### src/rtl/csp_defs.svh
`ifndef CSP_DEFS_SVH
`define CSP_DEFS_SVH
// Overview of operation
// The three prescaler select bits pick a serial clock of the system clock over 1024, 256, 64, 32, 16, 8, 4 or 2 for codes 000 to 111.
// With the clock source select cleared, transfers run from the prescaler and the clock pin is driven as an output.
// With the clock source select set, the clock pin is an input and the outside party must supply the transfer clock on it.
// The two mode bits select 8-bit transfer (00), 16-bit transfer (01) or continuous clock output (10), and code 11 is reserved.
// Both data byte registers hold outgoing and incoming data, are readable and writable, and have no defined value after reset.
// In 8-bit mode the upper data byte is left alone and only the lower byte is shifted.
// In 16-bit mode the upper byte is bits 15 to 8 and the lower byte bits 7 to 0 of the shifted word.
// Status flags are cleared only by writing zero to them, and writing one to a flag does nothing; code also clears on a one to the clear offset.
// A software write to the output level control forces the serial data output high; the code ignores that write while a transfer is shifting.
// In continuous clock mode the clock pin keeps toggling at the prescaler rate with no data framing until the mode changes; code: internal clock only.

// Register byte offsets
`define CSP_OFS_MODE      8'h00
`define CSP_OFS_DATA_HI   8'h04
`define CSP_OFS_DATA_LO   8'h08
`define CSP_OFS_CTRL      8'h0c
`define CSP_OFS_STAT      8'h10
`define CSP_OFS_CLR       8'h14
`define CSP_OFS_IEN       8'h18

// Field positions
`define CSP_MODE_OP_HI    7
`define CSP_MODE_OP_LO    6
`define CSP_MODE_SRC      3
`define CSP_CTRL_START    0
`define CSP_CTRL_SO_HIGH  4
`define CSP_ST_DONE       0
`define CSP_ST_COLL       1

// Reset values
`define CSP_MODE_RST      8'h00
`define CSP_IEN_RST       2'h0
`define CSP_STAT_RST      2'h0

// Prescaler half periods less one, in system clocks, for divisors 1024 down to 2
`define CSP_HALF_0        9'h1ff
`define CSP_HALF_1        9'h07f
`define CSP_HALF_2        9'h01f
`define CSP_HALF_3        9'h00f
`define CSP_HALF_4        9'h007
`define CSP_HALF_5        9'h003
`define CSP_HALF_6        9'h001
`define CSP_HALF_7        9'h000

// Last bit index of a word
`define CSP_LAST_8        4'h7
`define CSP_LAST_16       4'hf
`endif

### src/rtl/csp_pkg.sv
package csp_pkg;

    typedef enum logic [1:0] {
        CSP_OP_8BIT  = 2'b00,
        CSP_OP_16BIT = 2'b01,
        CSP_OP_CONT  = 2'b10,
        CSP_OP_RSVD  = 2'b11
    } csp_op_t;

    typedef struct packed {
        csp_op_t    op_mode;
        logic [1:0] spare;
        logic       clock_source_sel;
        logic [2:0] prescale_sel;
    } csp_mode_t;

    typedef enum logic [1:0] {
        CSP_ST_IDLE  = 2'b00,
        CSP_ST_SHIFT = 2'b01,
        CSP_ST_CONT  = 2'b10
    } csp_state_t;

    typedef struct packed {
        logic o;
        logic oe;
    } csp_drive_t;

endpackage

### src/rtl/csp_prescaler.sv
`timescale 1ns/1ns
`include "csp_defs.svh"
module csp_prescaler
    import csp_pkg::*;
(
    input  wire logic       hclk,
    input  wire logic       hresetn,
    input  wire logic       run,
    input  wire logic [2:0] sel,
    output logic            tick
);

    logic [8:0] cnt_q;
    logic [8:0] half;

    // divisor decode
    always_comb begin
        unique case (sel)
            3'h0: half = `CSP_HALF_0;
            3'h1: half = `CSP_HALF_1;
            3'h2: half = `CSP_HALF_2;
            3'h3: half = `CSP_HALF_3;
            3'h4: half = `CSP_HALF_4;
            3'h5: half = `CSP_HALF_5;
            3'h6: half = `CSP_HALF_6;
            3'h7: half = `CSP_HALF_7;
        endcase
    end

    // Count restarts whenever the port is idle so the first edge is a full half period away
    always_ff @(posedge hclk or negedge hresetn) begin
        if (!hresetn) begin
            cnt_q <= 9'h000;
        end else if (!run || cnt_q >= half) begin
            cnt_q <= 9'h000;
        end else begin
            cnt_q <= cnt_q + 9'h001;
        end
    end

    assign tick = run && (cnt_q >= half);

endmodule

### src/rtl/csp_top.sv
`timescale 1ns/1ns
`include "csp_defs.svh"
module csp_top
    import csp_pkg::*;
(
    input  wire logic        hclk,
    input  wire logic        hresetn,
    input  wire logic        hsel,
    input  wire logic [31:0] haddr,
    input  wire logic [1:0]  htrans,
    input  wire logic        hwrite,
    input  wire logic [2:0]  hsize,
    input  wire logic [31:0] hwdata,
    input  wire logic        hready,
    output logic             hreadyout,
    output logic             hresp,
    output logic [31:0]      hrdata,
    input  wire logic        sck_i,
    output logic             sck_o,
    output logic             sck_oe,
    input  wire logic        si_i,
    output logic             so_o,
    output logic             irq
);

    // Bus side
    logic        wr_pend_q;
    logic        rd_pend_q;
    logic        rd_wait_q;
    logic [7:0]  addr_q;
    logic [31:0] hrdata_q;
    logic        addr_ok;
    logic        bus_wr;
    logic [7:0]  wbyte;

    // Registers
    csp_mode_t   mode_q;
    logic [7:0]  data_hi_q;
    logic [7:0]  data_lo_q;
    logic [1:0]  stat_q;
    logic [1:0]  ien_q;
    logic [31:0] rd_mux;

    // Serial engine
    csp_state_t  state_q;
    logic [15:0] shreg_q;
    logic [3:0]  bitcnt_q;
    logic        sck_q;
    logic        so_q;
    logic        done_q;
    logic        start_req;
    logic        coll_evt;
    logic        presc_tick;
    logic        sck_s1_q;
    logic        sck_s2_q;
    logic        sck_s3_q;
    logic        si_s1_q;
    logic        si_s2_q;
    logic        ext_src;
    logic        sixteen;
    logic        fall_evt;
    logic        rise_evt;
    logic [3:0]  last_bit;
    csp_drive_t  sck_drv;

    assign addr_ok = hsel && htrans[1] && hready;
    assign bus_wr  = wr_pend_q;
    assign wbyte   = hwdata[7:0];

    // Address phase capture; a read gets one wait state so it sees the
    // effect of a write whose data phase overlaps its address phase.
    always_ff @(posedge hclk or negedge hresetn) begin
        if (!hresetn) begin
            wr_pend_q <= 1'b0;
            rd_pend_q <= 1'b0;
            addr_q    <= 8'h00;
        end else if (hreadyout) begin
            wr_pend_q <= addr_ok && hwrite;
            rd_pend_q <= addr_ok && !hwrite;
            if (addr_ok) begin
                addr_q <= haddr[7:0];
            end
        end
    end

    always_ff @(posedge hclk or negedge hresetn) begin
        if (!hresetn) begin
            rd_wait_q <= 1'b0;
            hrdata_q  <= 32'h0000_0000;
        end else if (rd_pend_q && !rd_wait_q) begin
            rd_wait_q <= 1'b1;
            hrdata_q  <= rd_mux;
        end else begin
            rd_wait_q <= 1'b0;
        end
    end

    assign hreadyout = !(rd_pend_q && !rd_wait_q);
    assign hresp     = 1'b0;
    assign hrdata    = hrdata_q;

    // Unmapped and write-only offsets read as zero
    always_comb begin
        rd_mux = 32'h0000_0000;
        unique case (addr_q)
            `CSP_OFS_MODE:    rd_mux[7:0] = mode_q;
            `CSP_OFS_DATA_HI: rd_mux[7:0] = data_hi_q;
            `CSP_OFS_DATA_LO: rd_mux[7:0] = data_lo_q;
            `CSP_OFS_CTRL: begin
                rd_mux[`CSP_CTRL_START] = (state_q == CSP_ST_SHIFT);
                rd_mux[`CSP_CTRL_SO_HIGH] = so_q;
                rd_mux[11:8]            = bitcnt_q;
            end
            `CSP_OFS_STAT:    rd_mux[1:0] = stat_q;
            `CSP_OFS_IEN:     rd_mux[1:0] = ien_q;
            default:          rd_mux = 32'h0000_0000;
        endcase
    end

    // mode field is plain storage; reserved code 11 simply idles the engine
    always_ff @(posedge hclk or negedge hresetn) begin
        if (!hresetn) begin
            mode_q <= `CSP_MODE_RST;
        end else if (bus_wr && addr_q == `CSP_OFS_MODE) begin
            mode_q <= wbyte;
        end
    end

    always_ff @(posedge hclk or negedge hresetn) begin
        if (!hresetn) begin
            ien_q <= `CSP_IEN_RST;
        end else if (bus_wr && addr_q == `CSP_OFS_IEN) begin
            ien_q <= hwdata[1:0];
        end
    end

    assign start_req = bus_wr && addr_q == `CSP_OFS_CTRL && wbyte[`CSP_CTRL_START];
    assign coll_evt  = bus_wr && (state_q == CSP_ST_SHIFT)
                       && (addr_q == `CSP_OFS_DATA_HI || addr_q == `CSP_OFS_DATA_LO
                           || addr_q == `CSP_OFS_MODE);

    // data bytes carry no reset; writes during a transfer are dropped and
    // flagged, since the shifter owns the word until it completes.
    always_ff @(posedge hclk) begin
        if (done_q) begin
            // upper byte is bits 15 to 8
            if (sixteen) begin
                data_hi_q <= shreg_q[15:8];
            end
            // 8-bit mode leaves the upper byte alone
            data_lo_q <= shreg_q[7:0];
        end else if (bus_wr && state_q != CSP_ST_SHIFT) begin
            if (addr_q == `CSP_OFS_DATA_HI) begin
                data_hi_q <= wbyte;
            end
            if (addr_q == `CSP_OFS_DATA_LO) begin
                data_lo_q <= wbyte;
            end
        end
    end

    // sticky flags, cleared by a zero on the status offset or a one on the
    // clear offset; a new event in the same cycle wins.
    always_ff @(posedge hclk or negedge hresetn) begin
        if (!hresetn) begin
            stat_q <= `CSP_STAT_RST;
        end else begin
            for (int i = 0; i < 2; i++) begin
                if (bus_wr && addr_q == `CSP_OFS_STAT && !hwdata[i]) begin
                    stat_q[i] <= 1'b0;
                end
                if (bus_wr && addr_q == `CSP_OFS_CLR && hwdata[i]) begin
                    stat_q[i] <= 1'b0;
                end
            end
            if (done_q) begin
                stat_q[`CSP_ST_DONE] <= 1'b1;
            end
            if (coll_evt) begin
                stat_q[`CSP_ST_COLL] <= 1'b1;
            end
        end
    end

    assign irq = |(stat_q & ien_q);

    // Pin synchronisers; the second stage feeds logic, and the clock's third stage also feeds its edge detect
    always_ff @(posedge hclk or negedge hresetn) begin
        if (!hresetn) begin
            sck_s1_q <= 1'b1;
            sck_s2_q <= 1'b1;
            sck_s3_q <= 1'b1;
            si_s1_q  <= 1'b0;
            si_s2_q  <= 1'b0;
        end else begin
            sck_s1_q <= sck_i;
            sck_s2_q <= sck_s1_q;
            sck_s3_q <= sck_s2_q;
            si_s1_q  <= si_i;
            si_s2_q  <= si_s1_q;
        end
    end

    assign ext_src  = mode_q.clock_source_sel;
    assign sixteen  = (mode_q.op_mode == CSP_OP_16BIT);
    assign last_bit = sixteen ? `CSP_LAST_16 : `CSP_LAST_8;

    csp_prescaler u_presc (
        .hclk    (hclk),
        .hresetn (hresetn),
        .run     (state_q != CSP_ST_IDLE && !ext_src),
        .sel     (mode_q.prescale_sel),
        .tick    (presc_tick)
    );

    // external clock edges come from the synchronised pin
    // internal edges come from the prescaler toggling the driven clock
    assign fall_evt = ext_src ? (!sck_s2_q && sck_s3_q) : (presc_tick && sck_q);
    assign rise_evt = ext_src ? (sck_s2_q && !sck_s3_q) : (presc_tick && !sck_q);

    // Transfer sequencer: data changes on the falling edge, samples on the rising
    always_ff @(posedge hclk or negedge hresetn) begin
        if (!hresetn) begin
            state_q  <= CSP_ST_IDLE;
            bitcnt_q <= 4'h0;
            done_q   <= 1'b0;
        end else begin
            done_q <= 1'b0;
            unique case (state_q)
                CSP_ST_IDLE: begin
                    bitcnt_q <= 4'h0;
                    if (mode_q.op_mode == CSP_OP_CONT && !ext_src) begin
                        state_q <= CSP_ST_CONT;
                    end else if (start_req && !mode_q.op_mode[1]) begin
                        state_q <= CSP_ST_SHIFT;
                    end
                end
                CSP_ST_SHIFT: begin
                    if (rise_evt) begin
                        bitcnt_q <= bitcnt_q + 4'h1;
                        if (bitcnt_q == last_bit) begin
                            state_q <= CSP_ST_IDLE;
                            done_q  <= 1'b1;
                        end
                    end
                end
                // free-running clock until the mode is changed
                CSP_ST_CONT: begin
                    if (mode_q.op_mode != CSP_OP_CONT || ext_src) begin
                        state_q <= CSP_ST_IDLE;
                    end
                end
                default: state_q <= CSP_ST_IDLE;
            endcase
        end
    end

    // Shift register; least significant bit goes out first
    always_ff @(posedge hclk or negedge hresetn) begin
        if (!hresetn) begin
            shreg_q <= 16'h0000;
        end else if (state_q == CSP_ST_IDLE && start_req) begin
            shreg_q <= {data_hi_q, data_lo_q};
        end else if (state_q == CSP_ST_SHIFT && rise_evt) begin
            if (sixteen) begin
                shreg_q <= {si_s2_q, shreg_q[15:1]};
            end else begin
                shreg_q <= {8'h00, si_s2_q, shreg_q[7:1]};
            end
        end
    end

    // Internal clock rests high between words
    always_ff @(posedge hclk or negedge hresetn) begin
        if (!hresetn) begin
            sck_q <= 1'b1;
        end else if (state_q == CSP_ST_IDLE || ext_src) begin
            sck_q <= 1'b1;
        end else if (presc_tick) begin
            sck_q <= !sck_q;
        end
    end

    // Data output holds the last bit after a word, as the far side may still sample it
    always_ff @(posedge hclk or negedge hresetn) begin
        if (!hresetn) begin
            so_q <= 1'b1;
        end else if (state_q == CSP_ST_SHIFT && fall_evt) begin
            so_q <= shreg_q[0];
        end else if (bus_wr && addr_q == `CSP_OFS_CTRL && wbyte[`CSP_CTRL_SO_HIGH]
                     && state_q != CSP_ST_SHIFT) begin
            // forced high level
            so_q <= 1'b1;
        end
    end

    // drive the clock pin only with the internal source
    assign sck_drv.o  = sck_q;
    assign sck_drv.oe = !ext_src;
    assign sck_o      = sck_drv.o;
    assign sck_oe     = sck_drv.oe;
    assign so_o       = so_q;

    // hsize is single-word only on this bus; not decoded
    logic unused_ok;
    assign unused_ok = ^{hsize, haddr[31:8], hwdata[31:8], htrans[0]};

endmodule

### config.mk
export PLATFORM = sky130hd
export DESIGN_NAME = csp_top
export DESIGN_NICKNAME = d
export VERILOG_FILES = /design/src/rtl/csp_pkg.sv /design/src/rtl/csp_prescaler.sv /design/src/rtl/csp_top.sv
export VERILOG_INCLUDE_DIRS = /design/src /design/src/rtl
export SDC_FILE = /design/constraint.sdc
export NUM_CORES = 1
export LEC_CHECK = 0
export BUFFER_PORTS_ARGS = -buffer_cell sky130_fd_sc_hd__buf_2
export CAP_MARGIN = 20
export CORE_MARGIN = 2
export CORE_UTILIZATION = 32
export CTS_BUF_LIST = sky130_fd_sc_hd__clkbuf_4 sky130_fd_sc_hd__clkbuf_8 sky130_fd_sc_hd__clkbuf_16
export DETAILED_ROUTE_END_ITERATION = 8
export SLEW_MARGIN = 10
export SYNTH_ARGS = -nofsm -noshare
export SYNTH_HDL_FRONTEND = slang
export SYNTH_SLANG_ARGS = --single-unit
### constraint.sdc
create_clock -name hclk -period 7.2 [get_ports hclk]
set_clock_uncertainty 0.1 [all_clocks]
set_input_delay 0.36 -clock hclk [delete_from_list [all_inputs] [get_ports hclk]]
set_output_delay 0.36 -clock hclk [all_outputs]
set_load 0.02 [all_outputs]
# Word-level counts from Yosys, hierarchy flattened
# Memories as Yosys holds them, arrays and structs flattened.
# Cells that the tools add are included.
# totals
inputBits	76
memories	1
word_cells	157
ff_bits	90
output_inout_bits	38
mem_bits_ro	72
# memory_table
name	words	word_bits	rd	rd_clocked_by_memory_dff	wr	line_no	rtl
(name not given)	8	9	1	0	0	csp_prescaler.sv:18	unique case (sel)
# op_classes
addsub	2
n_reduce_logical	65
n_eq_ne	18
n_mux	42
order_cmp	1
bitwise_logic	2
# op_table
operator	n
8-bit two-way mux	7
16-bit two-way mux	3
1-bit logical AND	31
8-bit by 5-bit equality test with 1-bit output, second input constant	3
8-bit by 4-bit equality test with 1-bit output, second input constant	2
1-bit two-way mux	16
2-bit nonzero test	8
4-bit two-way mux	3
2-bit one-hot mux with 3 select lines	2
1-bit logical NOT	11
2-bit two-way mux	5
9-bit by 1-bit adder with 9-bit output, second input constant	1
9-bit >= comparator	1
9-bit two-way mux	1
3-bit one-hot mux with 3 select lines	1
8-bit by 3-bit equality test with 1-bit output, second input constant	1
8-bit logical NOT	1
2-bit != test, second input constant	4
4-bit one-hot mux with 2 select lines	1
1-bit one-hot mux with 6 select lines	1
2-bit AND reduction	3
3-bit nonzero test	2
1-bit logical OR	5
1-bit one-hot mux with 5 select lines	1
13 further kinds	16

# Logic depth before layout (Yosys ltp)
# depth
depth_word	8
mapped_depth	10
mapped_depth_nobuf	9

# Modules after synthesis
# A second synthesis with hierarchy kept.
# unflattened
cells_unflattened	425
hier_area_um2	4649.5
# modules_own_cells
module	cells_per_inst	instances	area_each_um2
csp_top	357	1	3982.6
csp_prescaler	68	1	666.9

# Worst setup path after synthesis
# Ideal clock, no wire load.
# synth_path
path_kind	reg2reg
start	register mode_q[1] in the netlist's numbering
end	register shreg_q[11]
path_buffers	1
arrival_ns	2.178
period_less_slack_ns	2.404
setup_time_ns	0.126
path_slack_ns	4.796
path_stages_with_launch	10
required_time_ns	6.974
cell_sequence	dfrtp_1 > or3_1 > ha_1 > nand4_1 > nor2_1 > a21oi_1 > o21a_2 > buf_6 > and3_1 > a221o_1
# synth_via
elab_chain_len	7
# synth_lines
item	line_no	rtl
start: declaration	csp_top.sv:37	csp_mode_t mode_q;
start signal: assignment	csp_top.sv:123	mode_q <= `CSP_MODE_RST;
start signal: assignment	csp_top.sv:125	mode_q <= wbyte;
memory read 8 x 9 bit	--	
9-bit >= comparator	csp_prescaler.sv:41	assign tick = run && (cnt_q >= half);
1-bit logical AND	csp_prescaler.sv:41	
1-bit logical AND	csp_top.sv:219	assign rise_evt = ext_src ? (sck_s2_q && !sck_s3_q) : (presc_tick && !sck_q);
1-bit two-way mux	csp_top.sv:219	
1-bit logical AND	csp_top.sv:264	end else if (state_q == CSP_ST_SHIFT && rise_evt) begin
2-bit nonzero test (no source line)	--	
end signal: assignment	csp_top.sv:263	shreg_q <= {data_hi_q, data_lo_q};
end signal: assignment	csp_top.sv:266	shreg_q <= {si_s2_q, shreg_q[15:1]};
end signal: assignment	csp_top.sv:268	shreg_q <= {8'h00, si_s2_q, shreg_q[7:1]};
end: declaration	csp_top.sv:46	logic [15:0] shreg_q;
# Every way passes these cells.
# A chain may end at the register's enable or synchronous reset.

# Worst setup path in the final report
# layout_path
start	register mode_q[1] in the netlist's numbering
end	register shreg_q[13]
# Same word-level chain as after synthesis.

==> impl_metrics.json <==
{
  "antenna_left": 0,
  "syn_to_final_growth_pct": 12.0,
  "period_minus_slack_ps": 3070,
  "die_area_um2": 14800,
  "final_cells": 627,
  "slew_headroom_pct": 32.8,
  "worstSkewPairLatency_ps": 340,
  "hold_violations": 0,
  "max_freq_mhz": 325,
  "dp.cells": 611,
  "yosysTopAreaCell": "dfrtp_1",
  "final_nets": 533,
  "critical_path.slowest_cell": "o21a_2",
  "syn_area_per_cell_um2": 10.7,
  "gp_congestion": 0.813,
  "syn_area_um2": 4420,
  "yosys_warnings": 0,
  "cts_buffer_depth": 2,
  "finalCritPeriodShare_pct": 42.7,
  "arrival_ps": 3190,
  "die_w_um": 122,
  "grt_use_total_pct": 14.7,
  "diodes": 0,
  "drc": 0,
  "finalSetupViolCount": 0,
  "ir_worst_vdd_mv": 0.124,
  "hold_path.startpoint": "sck_i",
  "path_cells": "or3_1, ha_1, nand4_1, nor2_1, a21oi_1, o21a_2, nor2_1, a221o_1",
  "cts_buffers": 9,
  "yosys-top-cells-area": "dfrtp_1 39%, edfxtp_1 11%, nand2_1 5.2%",
  "p_leak_nw": 2.24,
  "drive_gt1_share_pct": 19.1,
  "die_h_um": 122,
  "yosysMostFrequentCell": "dfrtp_1",
  "synth-edff-count": 16,
  "drv_cap": 0,
  "netlist_instances": 414,
  "status": "finished, final reports clean",
  "cp-start-kind": "flip-flop",
  "cp-startpoint": "mode_q[1]",
  "grt_first_pass_wirelength_um": 16700,
  "ys_types": 59,
  "path_max_fanout": 24,
  "grt_setup_unrepaired": "no",
  "core_area_um2": 13300,
  "hold_buffers": 0,
  "synth-seq-area-share_pct": 52.9,
  "antenna_found_initial": 0,
  "drtIter0Drc": 275,
  "viasPerCell": 5.08,
  "cpPeakStageDelay_ps": 540,
  "io_pins": 114,
  "synth_seq_cells": 90,
  "post_cts_buffers": 0,
  "htree_levels": 3,
  "hpwl_um": 7060,
  "worst_pin_slew_ps": 1000,
  "cts_resized": 0,
  "routedWlPerCell_um": 16.2,
  "grt_pass1_vias": 3189,
  "gr-total-overflow": 0,
  "cts_tree": "built",
  "cp.required_ps": 7310,
  "finalMaxSlewViolations": 0,
  "hp-class": "input pin to flip-flop",
  "num_rows": 42,
  "cts.sinks": 90,
  "power_density_nw_per_um2": 290,
  "tns_ps": 0,
  "initial_utilization_pct": 33.1,
  "r2r-start": "mode_q[1]",
  "portBuffers": 40,
  "num_vias": 3187,
  "setup.worst_path.class": "flip-flop to flip-flop",
  "cp_common_cell": "nor2_1",
  "synth_top_area_share_pct": 39.0,
  "root_buffer": "clkbuf_16",
  "async_flop_share_pct": 82.2,
  "dr.pass1.iters": 4,
  "synth_common_cells": "69 x dfrtp_1, 61 x nand2_1, 26 x nor2_1",
  "ys.flop_type": "dfrtp_1",
  "end_kind": "flip-flop",
  "grt_max_degree": 75,
  "wirelength_um": 10100,
  "clkSlewWorstSetupHoldPaths_ps": 70
}
[placed cells by master, fill, tap and decap left out, types with 5 or more instances in the layout]
| master | n |
|---|---|
| o21ai_0 | 11 |
| dfstp_2 | 5 |
| mux2_2 | 19 |
| a221o_1 | 8 |
| dfrtp_1 | 69 |
| and3_1 | 13 |
| a21oi_1 | 19 |
| a222oi_1 | 5 |
| clkbuf_16 | 9 |
| or3_1 | 5 |
| mux2i_1 | 8 |
| ha_1 | 11 |
| buf_2 | 39 |
| inv_1 | 5 |
| conb_1 | 21 |
| nand2_1 | 61 |
| nand3_1 | 18 |
| nor2_1 | 26 |
| nand2b_1 | 11 |
| xor2_1 | 7 |
| edfxtp_1 | 16 |
[where the power goes]
part	switching, mW	total (mW)	internal [mW]	leakage (nW)
combinational	0.176	0.299	0.123	1.04
clock	0.198	0.430	0.232	0.119
sequential	0.102	0.709	0.607	1.08
total	0.476	1.44	0.962	2.24
[per-stage QoR]
stage | utilization, % | power (mW) | hold WS [ps] | worst slack, ps | cell area, um^2
2_1_floorplan | - | 0.931 | -35.6 | 4800 | 4500
3_3_place_gp | 35.1 | 1.01 | 239 | 4190 | 4680
4_1_cts | 37.1 | 1.45 | 13.8 | 4120 | 4950
3_5_place_dp | 35.1 | 1.02 | 244 | 4170 | 4680
5_1_grt | 37.1 | 1.52 | 6.31 | 3860 | 4950
6_report | 37.1 | 1.44 | 20.4 | 4130 | 4950
[cell type report]
type	count	area, um^2
fill	1324	8390
sequential	90	2340
multi-input combinational	298	1890
clock buffer	9	225
tap	176	220
timing repair buffer	41	210
clock inverter	7	46.3
inverter	6	22.5
[worst paths after layout]
kind / end / slack, ps / depth (start not counted)
max in group asynchronous: hrdata[9] / 6330 / 1
worst max register to register: shreg_q[13] / 4130 / 8
worst min register to register: si_s2_q / 260 / 0
min in group asynchronous: addr_q[5] / 70 / 1
worst max-delay path: shreg_q[13] / 4130 / 8
worst min-delay path: sck_s1_q / 20 / 1
[state kept, by name (all words and copies together), names as in the netlist, 2 cells and up]
| signal | flops |
|---|---|
| stat_q | 2 |
| state_q | 2 |
| data_lo_q | 8 |
| bitcnt_q | 4 |
| u_presc.cnt_q | 9 |
| ien_q | 2 |
| hrdata | 12 |
| data_hi_q | 8 |
| mode_q | 7 |
| addr_q | 8 |
| shreg_q | 16 |
[layer usage]
| layer | up-vias | routed length [um] | global-route usage, % |
|---|---|---|---|
| met5 | - | 0 | 0 |
| met4 | 0 | 182 | 5.46 |
| met3 | 14 | 585 | 3.37 |
| met2 | 83 | 4870 | 23.8 |
| met1 | 1584 | 4500 | 19.4 |
| li1 | 1506 | - | - |
[cell families (layout without fill, tap and decap cells)]
group / count (synthesis) / count (layout) / share of synthesized area [%]
AOI/OAI and AO/OA: 69 / 69 / 11.3
xor gates and xnor gates: 11 / 11 / 2.18
adders and majority gates: 11 / 11 / 3.11
buffers and inverters: 46 / 63 / 6.11
DFF: 90 / 90 / 52.9
muxes: 27 / 27 / 6.65
other: 1 / 21 / 0.0848
and+or+nand+nor: 159 / 159 / 17.8
[critical path: cells and delay by family, from the launching register on]
kind	cells	cell delay, ps
AO/OA/AOI/OAI	3	1140
adder cells (fa/ha/maj)	1	320
flip-flops	1	450
AND/OR/NAND/NOR	4	940
Power figures use the tool's default switching activity.
